[src/shared/usart_rx_pkg.sv]
// Overview of operation
// - slave receive acts as master except in sleep; single-receive ignored.
// - with continuous receive set, a word is received during sleep.
// - a completed word moves from the shift register to receive data.
// - receive interrupt while asleep, with its enable set, wakes the core.
// - with global enable also set, the core branches to its vector.
// - nine-bit select gives 9-bit words, otherwise 8-bit words.
// - reception starts only once continuous receive enable is set.
// - a finished word sets the complete flag; interrupt if its enable set.
// - receive status shows ninth bit and overrun flag; framing bit reads as zero.
// - receive data shows the low eight bits of each word.
// - clearing continuous receive enable clears the overrun flag.
// - unimplemented serial port register bits read as zero.
// - high-speed rate is clock over sixteen times divisor plus one.
// - baud divisor is eight bits and resets to zero.
package usart_rx_pkg;
   localparam int         ADDR_W      = 10;
   localparam logic [7:0] IDX_GLOBAL  = 8'h0B;
   localparam logic [7:0] IDX_FLAGS   = 8'h0C;
   localparam logic [7:0] IDX_RSTAT   = 8'h18;
   localparam logic [7:0] IDX_TXDATA  = 8'h19;
   localparam logic [7:0] IDX_RXDATA  = 8'h1A;
   localparam logic [7:0] IDX_ENABLES = 8'h8C;
   localparam logic [7:0] IDX_TSTAT   = 8'h98;
   localparam logic [7:0] IDX_BAUD    = 8'h99;
   localparam logic [7:0] RST_ZERO    = 8'h00;
   localparam logic [7:0] RST_TSTAT   = 8'h02;
   localparam logic [7:0] MASK_IRQ    = 8'hF7;
   localparam logic [7:0] MASK_TSTAT  = 8'hF5;
   localparam int         B_RECEIVE_COMPLETE_FLAG      = 5;
   localparam int         G_GIE       = 7;
   localparam int         RS_SERIAL_PORT_ENABLE     = 7;
   localparam int         RS_RX9      = 6;
   localparam int         RS_SINGLE_RECEIVE_ENABLE     = 5;
   localparam int         RS_CONTINUOUS_RECEIVE_ENABLE     = 4;
   localparam int         RS_ADDRESS_DETECT_ENABLE     = 3;
   localparam int         TS_CLOCK_SOURCE_SELECT     = 7;
   localparam int         TS_SYNC     = 4;
   localparam int         TS_HIGH_SPEED_BAUD_SELECT     = 2;
   localparam int         TS_TRANSMIT_SHIFTER_EMPTY     = 1;
   localparam logic [6:0] HS_RATIO    = 7'h10;
   localparam logic [6:0] LS_RATIO    = 7'h40;
   localparam logic [3:0] LAST_BIT8   = 4'h7;
   localparam logic [3:0] LAST_BIT9   = 4'h8;
   localparam logic [1:0] RESP_OKAY   = 2'h0;
   localparam logic [1:0] RESP_SLVERR = 2'h2;
   localparam int         PIN_DATA    = 0;
   localparam int         PIN_CLK     = 1;
   typedef enum logic [2:0] {
      RX_OFF   = 3'h1,
      RX_SHIFT = 3'h2,
      RX_STALL = 3'h4
   } rxState_t;
endpackage : usart_rx_pkg

[src/shared/baud_if.sv]
`timescale 1ns/1ns
`default_nettype none
interface baud_if;
   logic [7:0] divisor;
   logic       highSpeed;
   logic       enable;
   logic       tick;
   modport gen  (input divisor, input highSpeed, input enable, output tick);
   modport user (output divisor, output highSpeed, output enable,
                 input tick);
endinterface : baud_if
`default_nettype wire

[src/hw/baud_gen.sv]
`timescale 1ns/1ns
`default_nettype none
module baud_gen
   import usart_rx_pkg::*;
(
   // clock and reset
   input wire logic mclk,
   input wire logic rst,
   // rate settings and bit tick
   baud_if.gen      rate
);
   logic [7:0] prescale;
   logic [6:0] phase;
   logic [6:0] ratio;

   assign ratio = rate.highSpeed ? HS_RATIO : LS_RATIO;

   // one tick every ratio * (divisor + 1) clocks
   always_ff @(posedge mclk) begin
      if (rst || !rate.enable) begin
         prescale  <= '0;
         phase     <= '0;
         rate.tick <= 1'b0;
      end else begin
         rate.tick <= 1'b0;
         if (prescale >= rate.divisor) begin
            prescale <= '0;
            if (phase == ratio - 7'h1) begin
               phase     <= '0;
               rate.tick <= 1'b1;
            end else begin
               phase <= phase + 7'h1;
            end
         end else begin
            prescale <= prescale + 8'h1;
         end
      end
   end
endmodule : baud_gen
`default_nettype wire

[src/hw/usart_sync_rx.sv]
`timescale 1ns/1ns
`default_nettype none
module usart_sync_rx
   import usart_rx_pkg::*;
(
   // clock and reset
   input  wire logic              mclk,
   input  wire logic              rst,
   // register bus, write side
   input  wire logic [ADDR_W-1:0] awaddr,
   input  wire logic              awvalid,
   output var  logic              awready,
   input  wire logic [31:0]       wdata,
   input  wire logic [3:0]        wstrb,
   input  wire logic              wvalid,
   output var  logic              wready,
   output var  logic [1:0]        bresp,
   output var  logic              bvalid,
   input  wire logic              bready,
   // register bus, read side
   input  wire logic [ADDR_W-1:0] araddr,
   input  wire logic              arvalid,
   output var  logic              arready,
   output var  logic [31:0]       rdata,
   output var  logic [1:0]        rresp,
   output var  logic              rvalid,
   input  wire logic              rready,
   // serial pins
   input  wire logic              dataPinIn,
   output var  logic              dataPinOut,
   output var  logic              dataPinOe,
   input  wire logic              clockPinIn,
   output var  logic              clockPinOut,
   output var  logic              clockPinOe,
   // core side
   input  wire logic              sleeping,
   output var  logic              irq,
   output var  logic              wakeUp,
   output var  logic              vectorBranch,
   output var  logic              bitRateTick
);
   rxState_t          state;
   rxState_t          next_state;
   logic [ADDR_W-1:0] awAddrReg;
   logic [31:0]       wDataReg;
   logic [3:0]        wStrbReg;
   logic              doWrite;
   logic [7:0]        readValue;
   logic [7:0]        enables;
   logic              flagRcif;
   logic [7:3]        rstatCtrl;
   logic              overrun;
   logic              ninth;
   logic [7:0]        tstat;
   logic [7:0]        txData;
   logic [7:0]        rxData;
   logic [7:0]        baudDivisor;
   logic              global_irq_enable;
   logic [1:0][2:0]   pinSync;
   logic [1:0]        pinLevel;
   logic [1:0]        pinRaw;
   logic              clkFall;
   logic              rxGo;
   logic [8:0]        shiftReg;
   logic [8:0]        next_shift;
   logic [3:0]        bitCount;
   logic [3:0]        lastBit;
   logic              wordDone;
   logic              overrunHit;
   logic              clearRcif;
   logic [7:0]        doneData;
   logic              doneNinth;
   logic              irqCond;

   baud_if rate ();

   function automatic logic hit(input logic [ADDR_W-1:0] a,
                                input logic [7:0]        idx);
      return a[ADDR_W-1:2] == idx;
   endfunction : hit

   function automatic logic mapped(input logic [ADDR_W-1:0] a);
      return hit(a, IDX_GLOBAL) || hit(a, IDX_FLAGS) ||
             hit(a, IDX_RSTAT) || hit(a, IDX_TXDATA) ||
             hit(a, IDX_RXDATA) || hit(a, IDX_ENABLES) ||
             hit(a, IDX_TSTAT) || hit(a, IDX_BAUD);
   endfunction : mapped

   function automatic logic wrHit(input logic [7:0] idx,
                                  input logic       go,
                                  input logic [ADDR_W-1:0] a,
                                  input logic       lane);
      return go && lane && hit(a, idx);
   endfunction : wrHit

   // write channel: address and data taken in either order, answer after both
   always_ff @(posedge mclk) begin
      if (rst) begin
         awready <= 1'b1;
         wready  <= 1'b1;
         bvalid  <= 1'b0;
         bresp   <= RESP_OKAY;
      end else begin
         if (awvalid && awready) begin
            awready <= 1'b0;
         end
         if (wvalid && wready) begin
            wready <= 1'b0;
         end
         if (doWrite) begin
            bvalid <= 1'b1;
            bresp  <= mapped(awAddrReg) ? RESP_OKAY : RESP_SLVERR;
         end else if (bvalid && bready) begin
            bvalid  <= 1'b0;
            awready <= 1'b1;
            wready  <= 1'b1;
         end
      end
   end

   always_ff @(posedge mclk) begin
      if (rst) begin
         awAddrReg <= '0;
         wDataReg  <= '0;
         wStrbReg  <= '0;
      end else begin
         if (awvalid && awready) begin
            awAddrReg <= awaddr;
         end
         if (wvalid && wready) begin
            wDataReg <= wdata;
            wStrbReg <= wstrb;
         end
      end
   end

   assign doWrite = !awready && !wready && !bvalid;

   // read channel: one cycle from address to data
   always_ff @(posedge mclk) begin
      if (rst) begin
         arready <= 1'b1;
         rvalid  <= 1'b0;
         rdata   <= '0;
         rresp   <= RESP_OKAY;
      end else if (arvalid && arready) begin
         arready <= 1'b0;
         rvalid  <= 1'b1;
         rdata   <= {24'h00_0000, readValue};
         rresp   <= mapped(araddr) ? RESP_OKAY : RESP_SLVERR;
      end else if (rvalid && rready) begin
         rvalid  <= 1'b0;
         arready <= 1'b1;
      end
   end

   // reserved and unimplemented bits come back as zero
   always_comb begin
      readValue = RST_ZERO;
      case (araddr[ADDR_W-1:2])
         IDX_GLOBAL:  readValue = {global_irq_enable, 7'h00};
         IDX_FLAGS:   readValue = {2'h0, flagRcif, 5'h00};
         IDX_RSTAT:   readValue = {rstatCtrl, 1'b0, overrun, ninth};
         IDX_TXDATA:  readValue = txData;
         IDX_RXDATA:  readValue = rxData;
         IDX_ENABLES: readValue = enables & MASK_IRQ;
         IDX_TSTAT:   readValue = (tstat & MASK_TSTAT) | RST_TSTAT;
         IDX_BAUD:    readValue = baudDivisor;
         default:     readValue = RST_ZERO;
      endcase
   end

   // software-written control registers, low byte lane only
   always_ff @(posedge mclk) begin
      if (rst) begin
         global_irq_enable         <= 1'b0;
         enables     <= RST_ZERO;
         rstatCtrl   <= '0;
         txData      <= RST_ZERO;
         tstat       <= RST_ZERO;
         baudDivisor <= RST_ZERO;
      end else begin
         if (wrHit(IDX_GLOBAL, doWrite, awAddrReg, wStrbReg[0])) begin
            global_irq_enable <= wDataReg[G_GIE];
         end
         if (wrHit(IDX_ENABLES, doWrite, awAddrReg, wStrbReg[0])) begin
            enables <= wDataReg[7:0] & MASK_IRQ;
         end
         if (wrHit(IDX_RSTAT, doWrite, awAddrReg, wStrbReg[0])) begin
            rstatCtrl <= wDataReg[7:3];
         end
         if (wrHit(IDX_TXDATA, doWrite, awAddrReg, wStrbReg[0])) begin
            txData <= wDataReg[7:0];
         end
         if (wrHit(IDX_TSTAT, doWrite, awAddrReg, wStrbReg[0])) begin
            tstat <= wDataReg[7:0] & MASK_TSTAT;
         end
         if (wrHit(IDX_BAUD, doWrite, awAddrReg, wStrbReg[0])) begin
            baudDivisor <= wDataReg[7:0];
         end
      end
   end

   assign clearRcif = wrHit(IDX_FLAGS, doWrite, awAddrReg, wStrbReg[0]) &&
                      wDataReg[B_RECEIVE_COMPLETE_FLAG];

   // divider serves the asynchronous side only
   assign rate.divisor   = baudDivisor;
   assign rate.highSpeed = tstat[TS_HIGH_SPEED_BAUD_SELECT];
   assign rate.enable    = rstatCtrl[RS_SERIAL_PORT_ENABLE] && !tstat[TS_SYNC];

   baud_gen u_baud (
      .mclk (mclk),
      .rst  (rst),
      .rate (rate)
   );

   always_ff @(posedge mclk) begin
      if (rst) begin
         bitRateTick <= 1'b0;
      end else begin
         bitRateTick <= rate.tick;
      end
   end

   // receive-only slave: pins stay inputs, nothing is driven
   always_ff @(posedge mclk) begin
      dataPinOut  <= 1'b0;
      dataPinOe   <= 1'b0;
      clockPinOut <= 1'b0;
      clockPinOe  <= 1'b0;
   end

   // pins cross in through three stages; a change needs stages 2 and 3 equal
   assign pinRaw = {clockPinIn, dataPinIn};

   always_ff @(posedge mclk) begin
      if (rst) begin
         pinSync  <= '0;
         pinLevel <= '0;
      end else begin
         for (int i = 0; i < 2; i++) begin
            pinSync[i] <= {pinSync[i][1:0], pinRaw[i]};
            if (pinSync[i][1] == pinSync[i][2]) begin
               pinLevel[i] <= pinSync[i][2];
            end
         end
      end
   end

   // sample data on the master's falling clock edge
   assign clkFall = pinLevel[PIN_CLK] && !pinSync[PIN_CLK][2] &&
                    !pinSync[PIN_CLK][1];

   // single-receive enable takes no part; sleep does not stop this path
   assign rxGo = rstatCtrl[RS_SERIAL_PORT_ENABLE] && tstat[TS_SYNC] &&
                 !tstat[TS_CLOCK_SOURCE_SELECT] && rstatCtrl[RS_CONTINUOUS_RECEIVE_ENABLE];

   assign lastBit    = rstatCtrl[RS_RX9] ? LAST_BIT9 : LAST_BIT8;
   assign next_shift = {pinSync[PIN_DATA][2], shiftReg[8:1]};
   assign wordDone   = (state == RX_SHIFT) && rxGo && clkFall &&
                       (bitCount == lastBit);
   // a cleared flag in the same cycle counts as the old word taken
   assign overrunHit = flagRcif && !clearRcif;
   assign doneData   = rstatCtrl[RS_RX9] ? next_shift[7:0]
                                         : next_shift[8:1];
   assign doneNinth  = rstatCtrl[RS_RX9] && next_shift[8];

   always_comb begin
      next_state = state;
      case (state)
         RX_OFF: begin
            if (rxGo) begin
               next_state = RX_SHIFT;
            end
         end
         RX_SHIFT: begin
            if (!rxGo) begin
               next_state = RX_OFF;
            end else if (wordDone && overrunHit) begin
               next_state = RX_STALL;
            end
         end
         RX_STALL: begin
            if (!rstatCtrl[RS_CONTINUOUS_RECEIVE_ENABLE]) begin
               next_state = RX_OFF;
            end
         end
         default: next_state = RX_OFF;
      endcase
   end

   always_ff @(posedge mclk) begin
      if (rst) begin
         state <= RX_OFF;
      end else begin
         state <= next_state;
      end
   end

   // shift register, least significant bit first
   always_ff @(posedge mclk) begin
      if (rst) begin
         shiftReg <= '0;
         bitCount <= '0;
      end else if (state != RX_SHIFT || !rxGo) begin
         bitCount <= '0;
      end else if (clkFall) begin
         shiftReg <= next_shift;
         bitCount <= wordDone ? 4'h0 : bitCount + 4'h1;
      end
   end

   // on overrun the older word is kept and the new one dropped
   always_ff @(posedge mclk) begin
      if (rst) begin
         rxData <= RST_ZERO;
         ninth  <= 1'b0;
      end else if (wordDone && !overrunHit) begin
         rxData <= doneData;
         ninth  <= doneNinth;
      end
   end

   always_ff @(posedge mclk) begin
      if (rst) begin
         overrun <= 1'b0;
      end else if (!rstatCtrl[RS_CONTINUOUS_RECEIVE_ENABLE]) begin
         overrun <= 1'b0;
      end else if (wordDone && overrunHit) begin
         overrun <= 1'b1;
      end
   end

   // setting wins over a write-one clear in the same cycle
   always_ff @(posedge mclk) begin
      if (rst) begin
         flagRcif <= 1'b0;
      end else if (wordDone && !overrunHit) begin
         flagRcif <= 1'b1;
      end else if (clearRcif) begin
         flagRcif <= 1'b0;
      end
   end

   assign irqCond = flagRcif && enables[B_RECEIVE_COMPLETE_FLAG];

   always_ff @(posedge mclk) begin
      if (rst) begin
         irq          <= 1'b0;
         wakeUp       <= 1'b0;
         vectorBranch <= 1'b0;
      end else begin
         irq          <= irqCond;
         wakeUp       <= irqCond && sleeping;
         vectorBranch <= irqCond && global_irq_enable;
      end
   end
endmodule : usart_sync_rx
`default_nettype wire

[config.mk]
export PLATFORM = sky130hd
export DESIGN_NAME = usart_sync_rx
export DESIGN_NICKNAME = d
export VERILOG_FILES = /design/src/shared/usart_rx_pkg.sv /design/src/shared/baud_if.sv /design/src/hw/baud_gen.sv /design/src/hw/usart_sync_rx.sv
export SDC_FILE = /design/constraint.sdc
export NUM_CORES = 1
export LEC_CHECK = 0
export BUFFER_PORTS_ARGS = -buffer_cell sky130_fd_sc_hd__buf_2
export CORE_MARGIN = 3
export CORE_UTILIZATION = 50
export CTS_CLUSTER_SIZE = 40
export DETAILED_ROUTE_END_ITERATION = 8
export GPL_ROUTABILITY_DRIVEN = 0
export MAX_ROUTING_LAYER = met4
export PLACE_DENSITY = 0.82
export SYNTH_ARGS = -nofsm -noshare
export SYNTH_HDL_FRONTEND = slang
export SYNTH_SLANG_ARGS = --single-unit
[constraint.sdc]
create_clock -name mclk -period 2.2 [get_ports mclk]
set_input_delay 0.33 -clock mclk [delete_from_list [all_inputs] [get_ports mclk]]
set_output_delay 0.33 -clock mclk [all_outputs]
set_load 0.05 [all_outputs]
* Word-level counts from Yosys, hierarchy flattened
Cells that the tools add are included.
W data, S select, Z words.
** Storage, ports and cells
- Latch bits :: 0
- Word-level logic and storage cells :: 164
- Bits of input ports :: 66
- Flip-flop bits (word level) :: 125
- Bits in read-only memories :: 0
- Output and inout bits :: 49
- Memories kept :: 0
- RAM bits :: 0
** Cells by class
- Reduce and logical (&&, ||, !) cells :: 68
- Multiplexer cells :: 28
- Add/subtract/negate cells :: 4
- Multiply operators :: 0
- Order comparisons :: 1
- Div/mod/pow operators :: 0
- Eq/ne operators :: 26
- Bitwise gates (word level) :: 3
- Shift operators :: 0
** Operators with widths (count)
- $pmux W8 S8 :: 1
- $eq A8 B5 Y1 const B :: 6
- $eq A8 B8 Y1 const B :: 6
- $eq A8 B4 Y1 const B :: 4
- $logic_and A1 B1 Y1 :: 32
- $logic_or A1 B1 Y1 :: 16
- $mux W1 :: 15
- $mux W7 :: 2
- $mux W3 :: 4
- $logic_not A1 Y1 :: 11
- $pmux W3 S3 :: 1
- $add A8 B1 Y8 const B :: 1
- $ge A8 B8 Y1 :: 1
- $mux W4 :: 2
- $mux W8 :: 1
- $reduce_or A2 Y1 :: 4
- $add A7 B1 Y7 const B :: 1
- $eq A7 B7 Y1 :: 1
- $sub A7 B1 Y7 const B :: 1
- $ne A3 B2 Y1 const B :: 2
- $reduce_bool A2 Y1 :: 3
- $add A4 B1 Y4 const B :: 1
- $eq A4 B4 Y1 :: 1
- $mux W2 :: 2
- other kinds (8) :: 11

* Logic depth before layout (Yosys ltp)
- Depth after elaboration :: 12
- Mapped depth :: 8
- Gate-level depth less buffers :: 7

* Modules after synthesis
From an unflattened synthesis, not the netlist that was laid out.
** Unflattened totals
- Cells, all modules :: 628
- Area, all modules :: 5647.9 um^2
** By module, submodules not included
- usart_sync_rx :: cells an instance 524, area each 4722.0 um^2, sequential area each 2082.0 um^2, times used 1
- baud_gen :: cells an instance 104, area each 925.9 um^2, sequential area each 320.3 um^2, times used 1

* Worst setup path after synthesis
Ideal clock, no wire load.
- Kind :: reg-to-reg
- Start :: register u_baud.prescale[0]
- End :: register u_baud.prescale[2]
- Data required time :: 2.132 ns
- Clock period less this slack :: 2.113 ns
- Arrival time :: 2.045 ns
- Stages on the path, launching flop included :: 9
- Buffers on the path :: 1
- Slack :: 0.087 ns
- Library setup time :: 0.068 ns
- Cell sequence :: dfxtp_1 > inv_1 > ha_1 > nand2b_1 > a2111o_1 > a31oi_1 > buf_2 > nand2_1 > nor2_1
** On the way
- Longest elaborated chain between the ends :: 2
- Elaborated cells on any way between the ends :: 3
- Classes of those cells :: 1 x add/sub; 1 x order compare; 1 x reduce/logical
** Ends and longest elaborated chain
- start, declared :: RTL line baud_gen.sv:12 : logic [7:0] prescale;
- start signal, assigned :: RTL line baud_gen.sv:35 : prescale <= prescale + 8'h1;
- $ge A8 B8 Y1 :: RTL line baud_gen.sv:26 : if (prescale >= rate.divisor) begin
- $reduce_or A2 Y1 (no source line)
Parallel ways exist; a longest one is shown, timed or not.
A chain may end at the register's enable or synchronous reset.

* Worst setup path after layout
- Start :: register awready
- End :: register rxData[3]
** On the way
- Longest elaborated chain between the ends :: 10
** Ends and longest elaborated chain
- start, declared :: RTL line usart_sync_rx.sv:12 : output var logic awready,
- start signal, assigned :: RTL line usart_sync_rx.sv:99 : awready <= 1'b1;
- start signal, assigned :: RTL line usart_sync_rx.sv:105 : awready <= 1'b0;
- start signal, assigned :: RTL line usart_sync_rx.sv:115 : awready <= 1'b1;
- $logic_not A1 Y1 :: RTL line usart_sync_rx.sv:137 : assign doWrite = !awready && !wready && !bvalid;
- $logic_and A1 B1 Y1 (2 in series) :: RTL line usart_sync_rx.sv:137
- $logic_and A1 B1 Y1 (2 in series) :: RTL line usart_sync_rx.sv:93 : return go && lane && hit(a, idx);
- $logic_and A1 B1 Y1 :: RTL line usart_sync_rx.sv:204 : assign clearRcif = wrHit(IDX_FLAGS, doWrite, awAddrReg, wStrbReg[0]) &&
- $logic_not A1 Y1 :: RTL line usart_sync_rx.sv:264 : assign overrunHit = flagRcif && !clearRcif;
- $logic_and A1 B1 Y1 :: RTL line usart_sync_rx.sv:264
- $logic_not A1 Y1 :: RTL line usart_sync_rx.sv:319 : end else if (wordDone && !overrunHit) begin
- $logic_and A1 B1 Y1 :: RTL line usart_sync_rx.sv:319
- end signal, assigned :: RTL line usart_sync_rx.sv:320 : rxData <= doneData;
- end, declared :: RTL line usart_sync_rx.sv:56 : logic [7:0] rxData;
Every way passes these cells.

==> metrics.txt <==
TritonCTS clock tree done; # IOs 115; power per cell area 848.2 nW/um2; dominant synthesized flop cell dfxtp_1; path type of the worst setup path flip-flop to flip-flop; IO Port Bufs 53; r2r startpoint awready; Clock Latency Late Sink 0.42 ns; grt total ovfl 0; Avg WL per Cell 15.58 um; placed cells 810; leading cell types in the layout, fill and taps excluded 119 x dfxtp_1, 65 x a21oi_1, 64 x nand2_1, 56 x nor2_1, 52 x buf_2; outcome complete, no violations; Yosys cell types 71; setup TNS 0 ns; P_leak 2.444 nW; Synth Instances 637; commonest non-fill, non-tap cell in the layout dfxtp_1; Max IR drop VDD 458.8 uV; non-filler cells, final 842; Place WS 0.1203 ns; final worst setup slack 0.1610 ns; first-pass GRT wire length 21.73 mm; RSZ-0062 raised after global routing false; Die W 112.6 um; Tot GR Track Use 21.74%; Layout area overhead 16.28%; vias in the first global route 4559; Sink Count 120; Final Cycle Share 92.68%; critical path launch point type flip-flop; reg2reg setup slack 0.16 ns; end point of the critical path rxData[3]; share of post-route cells with drive strength above 1 17.66%; total core area 10980 um2; die area 12690 um2; Crit path required time 2.54 ns; initial antenna violation count 0; WL final 13.12 mm; fillers 888; Via-to-Cell Ratio 5.715; design area 6613 um2; crit path DAT 2.37 ns; Slew @ Worst Pin 0.6031 ns; CTS Root Cell clkbuf_16; Fmax 490.4 MHz; sequential fraction of the synthesis area 42.24%; FF-to-FF path depth 5; Power Total 5.609 mW; Slew HR 59.79%; H-Tree Depth 4; Yosys warning total 0; antenna viol nets, final 0; DRC violations left 0; Final Skew 0.008290 ns; EDFF count, synth 0; Post-Route Utilization 60.21%; Avg Inst Size Synth 8.927 um2; Max-cap violations 0; router iterations before antenna repair 5; final hold vios 0; flip-flop and latch count after synthesis 120; nets@finish 766; r2r endpoint rxData[3]; largest net degree at the start of global routing 51; crit path from awready; initial core utilization 51.78%; CTS max path bufs 2; Worst Setup End Kind flip-flop; via count 4812; fin. max-slew vios 0; Worst Hold Slack 0.1105 ns; Iter 0 DRT Violations 393; # setup viols final 0; diode count 0; Inserted Clock Buffers 17; min Tclk post-route 2.039 ns; die height 112.6 um; hpwl dp 9.271 mm; # rows 38; DP Area 5963 um2; Hold/Removal Path Class input pin to flip-flop; Worst-path clk slew 0.06 ns; Mapped Area 5687 um2; crit path max fanout 13; asr flop ratio synth 0%
==> cells by family (layout without fill, tap and decap cells) <==
family	count (synthesis)	count (layout)	share of synthesized area, %
AOI/OAI and AO/OA	143	143	16.50
xor gates and xnor gates	8	8	1.232
adders and majority gates	11	11	2.420
buffers and inverters	79	115	7.745
DFF	120	120	42.24
muxes	45	45	8.405
other	1	30	0.06594
and+or+nand+nor	230	230	21.39
==> metal layers <==
metal	up-vias	part of all wire, %	track usage, %
met4	0	2.6	10.34
met3	43	7.0	5.930
met2	197	47	32.50
li1	2313	-	-
met1	2259	43	27.28
met5	-	0	-
==> repair_timing <==
| action | 4_1_cts | 5_1_grt |
|---|---|---|
| endpoints found under the setup margin | 0 | 9 |
| gates resized for setup | 0 | 2 |
| hold buffers | 0 | 0 |
| endpoints found under the hold margin | 0 | 0 |
| setup buffers | 0 | 0 |
==> state kept, by name, indices dropped and copies added, names as in the netlist, 4 cells and up <==
signal,count
u_baud.phase,7
awAddrReg,8
bitCount,4
rdata,8
wDataReg,8
u_baud.prescale,8
pinSync,5
enables,7
rxData,8
txData,8
tstat,6
shiftReg,8
rstatCtrl,5
baudDivisor,8
==> how the worst min path moves through the flow <==
stage	start	to	slack (ns)	cells past startpoint
final	sleeping	wakeUp	0.11	2
after global routing	sleeping	wakeUp	0.10	2
after CTS	sleeping	wakeUp	0.10	2
after detailed placement	u_baud.rate.tick	bitRateTick	0.43	1
after global placement	pinSync[1]	next_shift[8]	0.42	1
after floorplan	u_baud.rate.tick	bitRateTick	0.41	1
==> synthesized netlist by cell type (4+ instances only) <==
| cell type | n | area, um2 |
|---|---|---|
| and2_1 | 4 | 25.02 |
| o21ai_1 | 20 | 100.1 |
| nand3_1 | 32 | 160.2 |
| a221oi_1 | 5 | 43.79 |
| nand2_1 | 65 | 244.0 |
| nor2_1 | 56 | 210.2 |
| xor2_1 | 6 | 52.55 |
| o21ai_0 | 9 | 45.04 |
| dfxtp_1 | 120 | 2402 |
| buf_4 | 31 | 232.7 |
| buf_2 | 4 | 20.02 |
| a21oi_1 | 65 | 325.3 |
| nor3b_1 | 10 | 75.07 |
| and3_1 | 5 | 31.28 |
| a22oi_1 | 4 | 30.03 |
| ha_1 | 11 | 137.6 |
| inv_1 | 16 | 60.06 |
| or3_1 | 5 | 31.28 |
| nand2b_1 | 10 | 62.56 |
| mux2i_1 | 41 | 410.4 |
| clkbuf_1 | 23 | 86.33 |
| nor2b_1 | 12 | 75.07 |
| a311oi_2 | 8 | 120.1 |
==> layout make-up <==
type / instances / area, um2 / area share (%)
Inverter: 16 / 60.06 / 0.9082
Clock inverter: 13 / 192.7 / 2.914
Multi-Input combinational cell: 467 / 2955 / 44.69
Tap cell: 140 / 175.2 / 2.649
Timing Repair Buffer: 67 / 372.9 / 5.639
Sequential cell: 120 / 2404 / 36.35
Clock buffer: 19 / 452.9 / 6.850
==> worst max-delay path: stages, from the launching register on <==
cell and delay, ns:
dfxtp_1 0.43, nor3_4 0.29, nand3_4 0.16, o31ai_4 0.60
a21oi_1 0.21, a311oi_2 0.27
==> where the power goes <==
| part | internal (mW) | total [mW] | switching [mW] |
|---|---|---|---|
| clock network | 1.97 | 2.99 | 1.02 |
| registers | 2.21 | 2.25 | 0.0407 |
| logic | 0.0838 | 0.369 | 0.285 |
(Power assumes the default switching activity.)
